==> src/inc/dpt_pkg.sv <==
// package of constants and carriers for the digipot serial target
package dpt_pkg;
	localparam logic [6:0] ADDR_00 = 7'h18;
	localparam logic [6:0] ADDR_10 = 7'h1a;
	localparam logic [6:0] ADDR_01 = 7'h4c;
	localparam logic [6:0] ADDR_11 = 7'h4e;
	localparam logic [2:0] CMD_WIPER = 3'h0;
	localparam logic [2:0] CMD_MEM = 3'h1;
	localparam logic [2:0] CMD_PROT = 3'h2;
	localparam logic [2:0] CMD_NOP = 3'h4;
	localparam logic [2:0] CMD_RESTORE = 3'h5;
	localparam logic [2:0] CMD_STORE = 3'h6;
	localparam logic [2:0] CMD_TOL = 3'h3;
	localparam logic [2:0] CMD_TOL2 = 3'h7;
	localparam logic [7:0] MIDSCALE = 8'h80;
	localparam logic [3:0] BIT_ACK = 4'h8;
	localparam logic [3:0] BIT_LAST = 4'h7;
	localparam logic [3:0] BIT_ZERO = 4'h0;
	localparam logic [4:0] PAD_ZERO = 5'h00;
	typedef enum logic [2:0]
	{
		ST_IDLE = 3'b000,
		ST_ADDR = 3'b001,
		ST_INSTR = 3'b010,
		ST_WDATA = 3'b011,
		ST_RDATA = 3'b100,
		ST_SKIP = 3'b101
	} dpt_state_e;
	typedef struct packed
	{
		logic start;
		logic stop;
		logic rise;
		logic fall;
		logic sda;
	} dpt_line_s;
endpackage

==> src/rtl/dpt_target.sv <==
// serial command target of the 256-position digital potentiometer
// Behaviour
// - start condition opens a transfer
// - address byte: seven address bits, direction
// - address pins sampled once, decoded
// - matching address acknowledged, others ignore
// - instruction: three command bits, zero pad
// - codes 0,1,2 pick wiper, memory, protect
// - nop, restore, store codes
// - data byte msb first, acknowledged
// - protect data sets flag from lsb
// - store and restore carry no data
// - restore holds read power until nop
// - dummy write selects read pointer
// - read byte shifted out after falling clock
// - tolerance readable singly or as pair
// - stop releases bus, ends transfer
// - every wiper data byte updates wiper while protect is clear
// - wiper read repeats per byte
// - data sampled on rising clock
// - protect cleared at power up
// - wiper and memory set to midscale at power up
// - wiper is eight bits
module dpt_target
(
	// clock and reset
	input wire logic clock_in,
	input wire logic rst_in,
	// bus pins
	input wire logic scl_in,
	input wire logic sda_in,
	output logic sda_out,
	output logic sda_oe_out,
	// address straps
	input wire logic addr_select_0_in,
	input wire logic addr_select_1_in,
	// tolerance bytes
	input wire logic [7:0] tol_int_in,
	input wire logic [7:0] tol_dec_in,
	// state seen by the analog side
	output logic [7:0] wiper_setting_register_out,
	output logic [7:0] stored_setting_memory_out,
	output logic protect_out,
	output logic read_power_out
);
	typedef struct packed
	{
		dpt_pkg::dpt_state_e state;
		logic [3:0] bitcnt;
		logic [7:0] shift;
		logic rw;
		logic [2:0] cmd;
		logic [2:0] ptr;
		logic [6:0] addr;
		logic strapped;
		logic [7:0] wiper;
		logic [7:0] mem;
		logic prot;
		logic rdpow;
		logic sda_low;
		logic ack_ok;
		logic second;
		logic [1:0] sel_meta;
		logic [1:0] sel_sync;
		logic [1:0] sel_valid;
	} dpt_top_s;
	dpt_top_s r;
	dpt_top_s next_r;
	dpt_pkg::dpt_line_s line;
	logic [6:0] decoded;
	logic [7:0] rbyte;
	logic [7:0] byte_in;
	dpt_line_sync u_sync
	(
		.clock_in(clock_in),
		.rst_in(rst_in),
		.scl_in(scl_in),
		.sda_in(sda_in),
		.line_out(line)
	);
	always_comb
	begin
		case (r.sel_sync)
			2'b00: decoded = dpt_pkg::ADDR_00;
			2'b10: decoded = dpt_pkg::ADDR_10;
			2'b01: decoded = dpt_pkg::ADDR_01;
			default: decoded = dpt_pkg::ADDR_11;
		endcase
	end
	always_comb
	begin
		case (r.ptr)
			dpt_pkg::CMD_MEM: rbyte = r.mem;
			dpt_pkg::CMD_PROT: rbyte = {7'h00, r.prot};
			dpt_pkg::CMD_TOL: rbyte = r.second ? tol_dec_in : tol_int_in;
			dpt_pkg::CMD_TOL2: rbyte = tol_dec_in;
			default: rbyte = r.wiper;
		endcase
	end
	assign byte_in = {r.shift[6:0], line.sda};
	always_comb
	begin
		next_r = r;
		next_r.sel_meta = {addr_select_1_in, addr_select_0_in};
		next_r.sel_sync = r.sel_meta;
		next_r.sel_valid = {r.sel_valid[0], 1'b1};
		if (!r.strapped && r.sel_valid[1])
		begin
			next_r.strapped = 1'b1;
			next_r.addr = decoded;
		end
		if (line.start)
		begin
			next_r.state = dpt_pkg::ST_ADDR;
			next_r.bitcnt = dpt_pkg::BIT_ZERO;
			next_r.sda_low = 1'b0;
			next_r.second = 1'b0;
		end
		else if (line.stop)
		begin
			next_r.state = dpt_pkg::ST_IDLE;
			next_r.sda_low = 1'b0;
		end
		else if (r.state != dpt_pkg::ST_IDLE && r.state != dpt_pkg::ST_SKIP)
		begin
			if (line.rise && r.bitcnt != dpt_pkg::BIT_ACK)
			begin
				next_r.shift = byte_in;
				next_r.bitcnt = r.bitcnt + 4'h1;
				if (r.bitcnt == dpt_pkg::BIT_LAST)
				begin
					next_r.ack_ok = 1'b1;
					case (r.state)
						dpt_pkg::ST_ADDR:
						begin
							next_r.rw = line.sda;
							next_r.ack_ok = byte_in[7:1] == r.addr;
						end
						dpt_pkg::ST_INSTR:
						begin
							next_r.cmd = byte_in[7:5];
							next_r.ack_ok = byte_in[4:0] == dpt_pkg::PAD_ZERO;
						end
						dpt_pkg::ST_WDATA:
						begin
							case (r.cmd)
								dpt_pkg::CMD_WIPER:
									if (!r.prot)
										next_r.wiper = byte_in;
								dpt_pkg::CMD_MEM:
									if (!r.prot)
										next_r.mem = byte_in;
								dpt_pkg::CMD_PROT: next_r.prot = byte_in[0];
								default: next_r.ack_ok = 1'b1;
							endcase
						end
						default: next_r.ack_ok = 1'b1;
					endcase
				end
			end
			else if (line.rise)
			begin
				next_r.bitcnt = dpt_pkg::BIT_ZERO;
				case (r.state)
					dpt_pkg::ST_ADDR:
						if (!r.ack_ok)
							next_r.state = dpt_pkg::ST_SKIP;
						else if (r.rw)
							next_r.state = dpt_pkg::ST_RDATA;
						else
							next_r.state = dpt_pkg::ST_INSTR;
					dpt_pkg::ST_INSTR:
					begin
						next_r.state = r.ack_ok ? dpt_pkg::ST_WDATA : dpt_pkg::ST_SKIP;
						if (r.ack_ok)
						begin
							case (r.cmd)
								dpt_pkg::CMD_WIPER, dpt_pkg::CMD_MEM, dpt_pkg::CMD_PROT,
								dpt_pkg::CMD_TOL, dpt_pkg::CMD_TOL2:
									next_r.ptr = r.cmd;
								dpt_pkg::CMD_NOP: next_r.rdpow = 1'b0;
								dpt_pkg::CMD_RESTORE:
								begin
									next_r.wiper = r.mem;
									next_r.rdpow = 1'b1;
								end
								dpt_pkg::CMD_STORE:
									if (!r.prot)
										next_r.mem = r.wiper;
								default: next_r.ptr = r.ptr;
							endcase
						end
					end
					dpt_pkg::ST_RDATA:
					begin
						next_r.state = line.sda ? dpt_pkg::ST_SKIP : dpt_pkg::ST_RDATA;
						next_r.second = 1'b1;
					end
					default: next_r.state = r.state;
				endcase
			end
			if (line.fall)
			begin
				if (r.state == dpt_pkg::ST_RDATA && r.bitcnt != dpt_pkg::BIT_ACK)
					next_r.sda_low = !rbyte[3'(dpt_pkg::BIT_LAST - r.bitcnt)];
				else if (r.bitcnt == dpt_pkg::BIT_ACK && r.ack_ok)
					next_r.sda_low = r.state != dpt_pkg::ST_RDATA;
				else
					next_r.sda_low = 1'b0;
			end
		end
		else
			next_r.sda_low = 1'b0;
		// first read bit is driven right after the address ack ends
		if (line.fall && r.state == dpt_pkg::ST_RDATA && r.bitcnt == dpt_pkg::BIT_ZERO && r.ack_ok)
			next_r.sda_low = !rbyte[7];
	end
	always_ff @(posedge clock_in)
	begin
		if (rst_in)
		begin
			r.state <= dpt_pkg::ST_IDLE;
			r.bitcnt <= dpt_pkg::BIT_ZERO;
			r.shift <= 8'h00;
			r.rw <= 1'b0;
			r.cmd <= dpt_pkg::CMD_WIPER;
			r.ptr <= dpt_pkg::CMD_WIPER;
			r.addr <= dpt_pkg::ADDR_00;
			r.strapped <= 1'b0;
			r.wiper <= dpt_pkg::MIDSCALE;
			r.mem <= dpt_pkg::MIDSCALE;
			r.prot <= 1'b0;
			r.rdpow <= 1'b0;
			r.sda_low <= 1'b0;
			r.ack_ok <= 1'b0;
			r.second <= 1'b0;
			r.sel_meta <= 2'b00;
			r.sel_sync <= 2'b00;
			r.sel_valid <= 2'b00;
		end
		else
			r <= next_r;
	end
	assign sda_out = 1'b0;
	assign sda_oe_out = r.sda_low;
	assign wiper_setting_register_out = r.wiper;
	assign stored_setting_memory_out = r.mem;
	assign protect_out = r.prot;
	assign read_power_out = r.rdpow;
endmodule

==> src/rtl/dpt_line_sync.sv <==
// synchroniser and condition detector for the two bus lines
module dpt_line_sync
(
	// clock and reset
	input wire logic clock_in,
	input wire logic rst_in,
	// pins
	input wire logic scl_in,
	input wire logic sda_in,
	// events
	output dpt_pkg::dpt_line_s line_out
);
	typedef struct packed
	{
		logic [1:0] scl_meta;
		logic [1:0] sda_meta;
		logic scl_old;
		logic sda_old;
	} dpt_sync_s;
	dpt_sync_s r;
	dpt_sync_s next_r;
	always_comb
	begin
		next_r = r;
		next_r.scl_meta = {r.scl_meta[0], scl_in};
		next_r.sda_meta = {r.sda_meta[0], sda_in};
		next_r.scl_old = r.scl_meta[1];
		next_r.sda_old = r.sda_meta[1];
	end
	always_ff @(posedge clock_in)
	begin
		if (rst_in)
			r <= '{2'b11, 2'b11, 1'b1, 1'b1};
		else
			r <= next_r;
	end
	always_comb
	begin
		line_out.start = r.scl_meta[1] && r.scl_old && r.sda_old && !r.sda_meta[1];
		line_out.stop = r.scl_meta[1] && r.scl_old && !r.sda_old && r.sda_meta[1];
		line_out.rise = r.scl_meta[1] && !r.scl_old;
		line_out.fall = !r.scl_meta[1] && r.scl_old;
		line_out.sda = r.sda_meta[1];
	end
endmodule

==> config.mk <==
export PLATFORM = sky130hd
export DESIGN_NAME = dpt_target
export DESIGN_NICKNAME = d
export VERILOG_FILES = /design/src/inc/dpt_pkg.sv /design/src/rtl/dpt_target.sv /design/src/rtl/dpt_line_sync.sv
export SDC_FILE = /design/constraint.sdc
export NUM_CORES = 1
export LEC_CHECK = 0
export BUFFER_PORTS_ARGS = -buffer_cell sky130_fd_sc_hd__buf_2
export CAP_MARGIN = 5
export CORE_MARGIN = 3
export CORE_UTILIZATION = 55
export DETAILED_ROUTE_END_ITERATION = 10
export GPL_ROUTABILITY_DRIVEN = 0
export PLACE_DENSITY = 0.76
export RECOVER_POWER = 25
export SLEW_MARGIN = 0
export SYNTH_ARGS = -nofsm -noshare
export SYNTH_HDL_FRONTEND = slang
export SYNTH_SLANG_ARGS = --single-unit
==> constraint.sdc <==
create_clock -name clock_in -period 2.7 [get_ports clock_in]
set_input_delay 0.405 -clock clock_in [delete_from_list [all_inputs] [get_ports clock_in]]
set_output_delay 0.405 -clock clock_in [all_outputs]
set_load 0.01 [all_outputs]
==> impl_metrics.json <==
{
  "outcome": "finished clean",
  "syn_area_per_cell_um2": 8.678,
  "setup_ws_ns": 0.3150,
  "viasPerCell": 5.976,
  "htreeDepth": 3,
  "drive_above_1_share_pct": 21.03,
  "final_area_um2": 3461,
  "num_vias": 2761,
  "synth_nets": 398,
  "netlist_area_um2": 3246,
  "fin_util_pct": 61.71,
  "rows": 27,
  "ant_nets": 0,
  "path_max_fanout": 22,
  "worst_setup_path_end_kind": "flip-flop",
  "ys_types": 65,
  "startpoint_type": "flip-flop",
  "drcViolationCount": 0,
  "most-common-layout-cells": "dfxtp_1 (58), nor2_1 (44), buf_2 (36)",
  "dieArea_um2": 6859,
  "worstPathArrival_ns": 2.60,
  "netlist_instances": 374,
  "antenna_found_initial": 0,
  "ys_seq_elements": 58,
  "cts_buffer_depth": 2,
  "r2r_start": "r[50]$_SDFFE_PP0P_",
  "p_leak_nw": 1.341,
  "path_class": "reg2reg",
  "cts_setup_buffers": 0,
  "crit_required_ns": 2.92,
  "drt-total-wl_um": 7309,
  "final_common_cell": "dfxtp_1",
  "hold_viol_final": 0,
  "tightestPinTransition_ns": 0.6110,
  "area_growth_pct": 6.631,
  "cap_violations": 0,
  "ir_drop_mv": 0.4337,
  "ios": 42,
  "finalSetupTns_ns": 0,
  "cts_hold_buf": 0,
  "dp_hpwl_um": 5249,
  "synth_edf_count": 0,
  "final_net_count": 410,
  "holdCritPathClass": "in2reg",
  "io_buffers": 40,
  "worst_skew_pair.late_latency_ns": 0.34,
  "yosys_warnings": 0,
  "period_share_pct": 88.33,
  "cts_sinks": 58,
  "design.core.area_um2": 5608,
  "reg2reg_slack_ns": 0.32,
  "n_antenna_cell": 0,
  "die_x_um": 82.82,
  "dp_slack_ns": 0.3594,
  "ys_seq_area_share_pct": 35.77,
  "worstHoldStart": "scl_in",
  "layout_min_cycle_time_ns": 2.385,
  "die_h_um": 82.82,
  "rsz0062_at_grt": "false",
  "routedWlPerCell_um": 15.82,
  "cts_resized": 0,
  "clock.fmax_mhz": 419.3,
  "cts_made_buffers": 9,
  "grt_use_total_pct": 21.77,
  "dpl_cell_area_um2": 3281,
  "finClkSkew_ns": 0.005140,
  "synth-main-ff-cell": "dfxtp_1",
  "first_pass_iters": 5,
  "cts_tree": "yes",
  "power_density_nw_per_um2": 494.9,
  "grt_pass1_wl_um": 12140,
  "setup_violations": 0,
  "timing.hold.worst_endpoint": "u_sync.next_r[5]$_SDFF_PP1_",
  "async_flop_share_pct": 0,
  "cts.clk_slew.worst_paths_ns": 0.06,
  "reg2regPathDepth": 8,
  "slew_violations": 0,
  "initial_core_util_pct": 57.88,
  "relSlewSlack_pct": 59.14,
  "cts_root_buffer": "clkbuf_8",
  "first_global_vias": 2418,
  "whs_path_depth": 2,
  "globalRouteOverflowTotal": 0,
  "drt_iter0_markers": 289,
  "grt_max_degree": 46,
  "r2r_end": "stored_setting_memory_out[7]$_SDFFE_PP1P_"
}
## critical path, cell delays in order, from the launching register on
cell	delay [ns]
dfxtp_1	0.40
inv_1	0.15
ha_1	0.23
nand3b_4	0.15
nand2_4	0.27
a41oi_1	0.23
nor3_4	0.53
mux2i_1	0.25
nand2_1	0.06
## cell usage after synthesis (5+ instances only)
| cell | instances | area share (%) |
|---|---|---|
| a211oi_1 | 11 | 2.5 |
| or2_2 | 7 | 1.3 |
| a21oi_1 | 18 | 2.8 |
| buf_2 | 6 | 0.93 |
| mux2i_1 | 19 | 5.9 |
| nor2b_1 | 11 | 2.1 |
| nand3_1 | 9 | 1.4 |
| buf_6 | 5 | 1.7 |
| buf_4 | 19 | 4.4 |
| clkbuf_1 | 11 | 1.3 |
| nand2b_1 | 6 | 1.2 |
| a22oi_1 | 18 | 4.2 |
| inv_1 | 10 | 1.2 |
| nor3_1 | 5 | 0.77 |
| nand2_1 | 24 | 2.8 |
| nor2_1 | 44 | 5.1 |
| o21ai_0 | 13 | 2.0 |
| dfxtp_1 | 58 | 36 |
## stage by stage
step	power (mW)	hold slack, ns	instances
2_1_floorplan	0.9447	0.3895	374
3_3_place_gp	0.9671	0.3905	447
3_5_place_dp	0.9685	0.3923	447
4_1_cts	1.732	0.2366	462
5_1_grt	1.778	0.2450	462
6_report	1.713	0.2488	462
## cells by family (layout without fill, tap and decap cells)
logic type | Yosys count | in the layout | synth area share, %
other | 1 | 1 | 0.1155
AND/OR/NAND/NOR | 134 | 134 | 22.86
XOR/XNOR | 6 | 6 | 1.619
multiplexers | 20 | 20 | 6.207
buffers and inverters | 53 | 69 | 9.715
flip-flops | 58 | 58 | 35.77
AO/OA/AOI/OAI | 100 | 100 | 22.94
adder cells (fa/ha/maj) | 2 | 2 | 0.7709
## state kept, by name, indices dropped and copies added (netlist names)
register                    cells
u_sync.r                        2
sda_oe_out                      1
r                              23
u_sync.next_r                   3
byte_in                         7
stored_setting_memory_out       8
wiper_setting_register_out      8
protect_out                     1
read_power_out                  1
next_r                          3
u_sync.line_out                 1
## report_power, final
group	switching [mW]	total (mW)	internal, mW
Sequential	0.00914	0.876	0.867
Combinational	0.0424	0.0744	0.0320
Clock	0.319	0.762	0.443
Total	0.371	1.71	1.34
## worst max-delay path by stage
stage                             from                                          to  slack [ns]  cells past startpoint
floorplan           r[50]$_SDFFE_PP0P_  wiper_setting_register_out[7]$_SDFFE_PP1P_        0.70                      9
global placement    r[50]$_SDFFE_PP0P_   stored_setting_memory_out[7]$_SDFFE_PP1P_        0.43                      8
detailed placement  r[50]$_SDFFE_PP0P_   stored_setting_memory_out[7]$_SDFFE_PP1P_        0.36                      8
CTS                 r[50]$_SDFFE_PP0P_   stored_setting_memory_out[7]$_SDFFE_PP1P_        0.32                      8
global route        r[50]$_SDFFE_PP0P_   stored_setting_memory_out[6]$_SDFFE_PP0P_        0.09                      8
finish              r[50]$_SDFFE_PP0P_   stored_setting_memory_out[7]$_SDFFE_PP1P_        0.32                      8
## layer usage
metal	vias to the layer above	share of wire (%)	track usage, %
met2	120	45	32.36
met1	1276	46	30.55
li1	1349	-	-
met3	16	7.7	6.250
met5	-	0	0
met4	0	1.5	6.686
## final cells by class
cell class	count	area, um2
sequential	58	1161
clock inverter	3	40.04
clock buffer	12	145.1
multi-input combinational	263	1769
tap	72	90.09
fill	494	2147
inverter	12	45.04
timing repair buffer	42	210.2
Note: power is estimated with default switching activity, not from simulation.
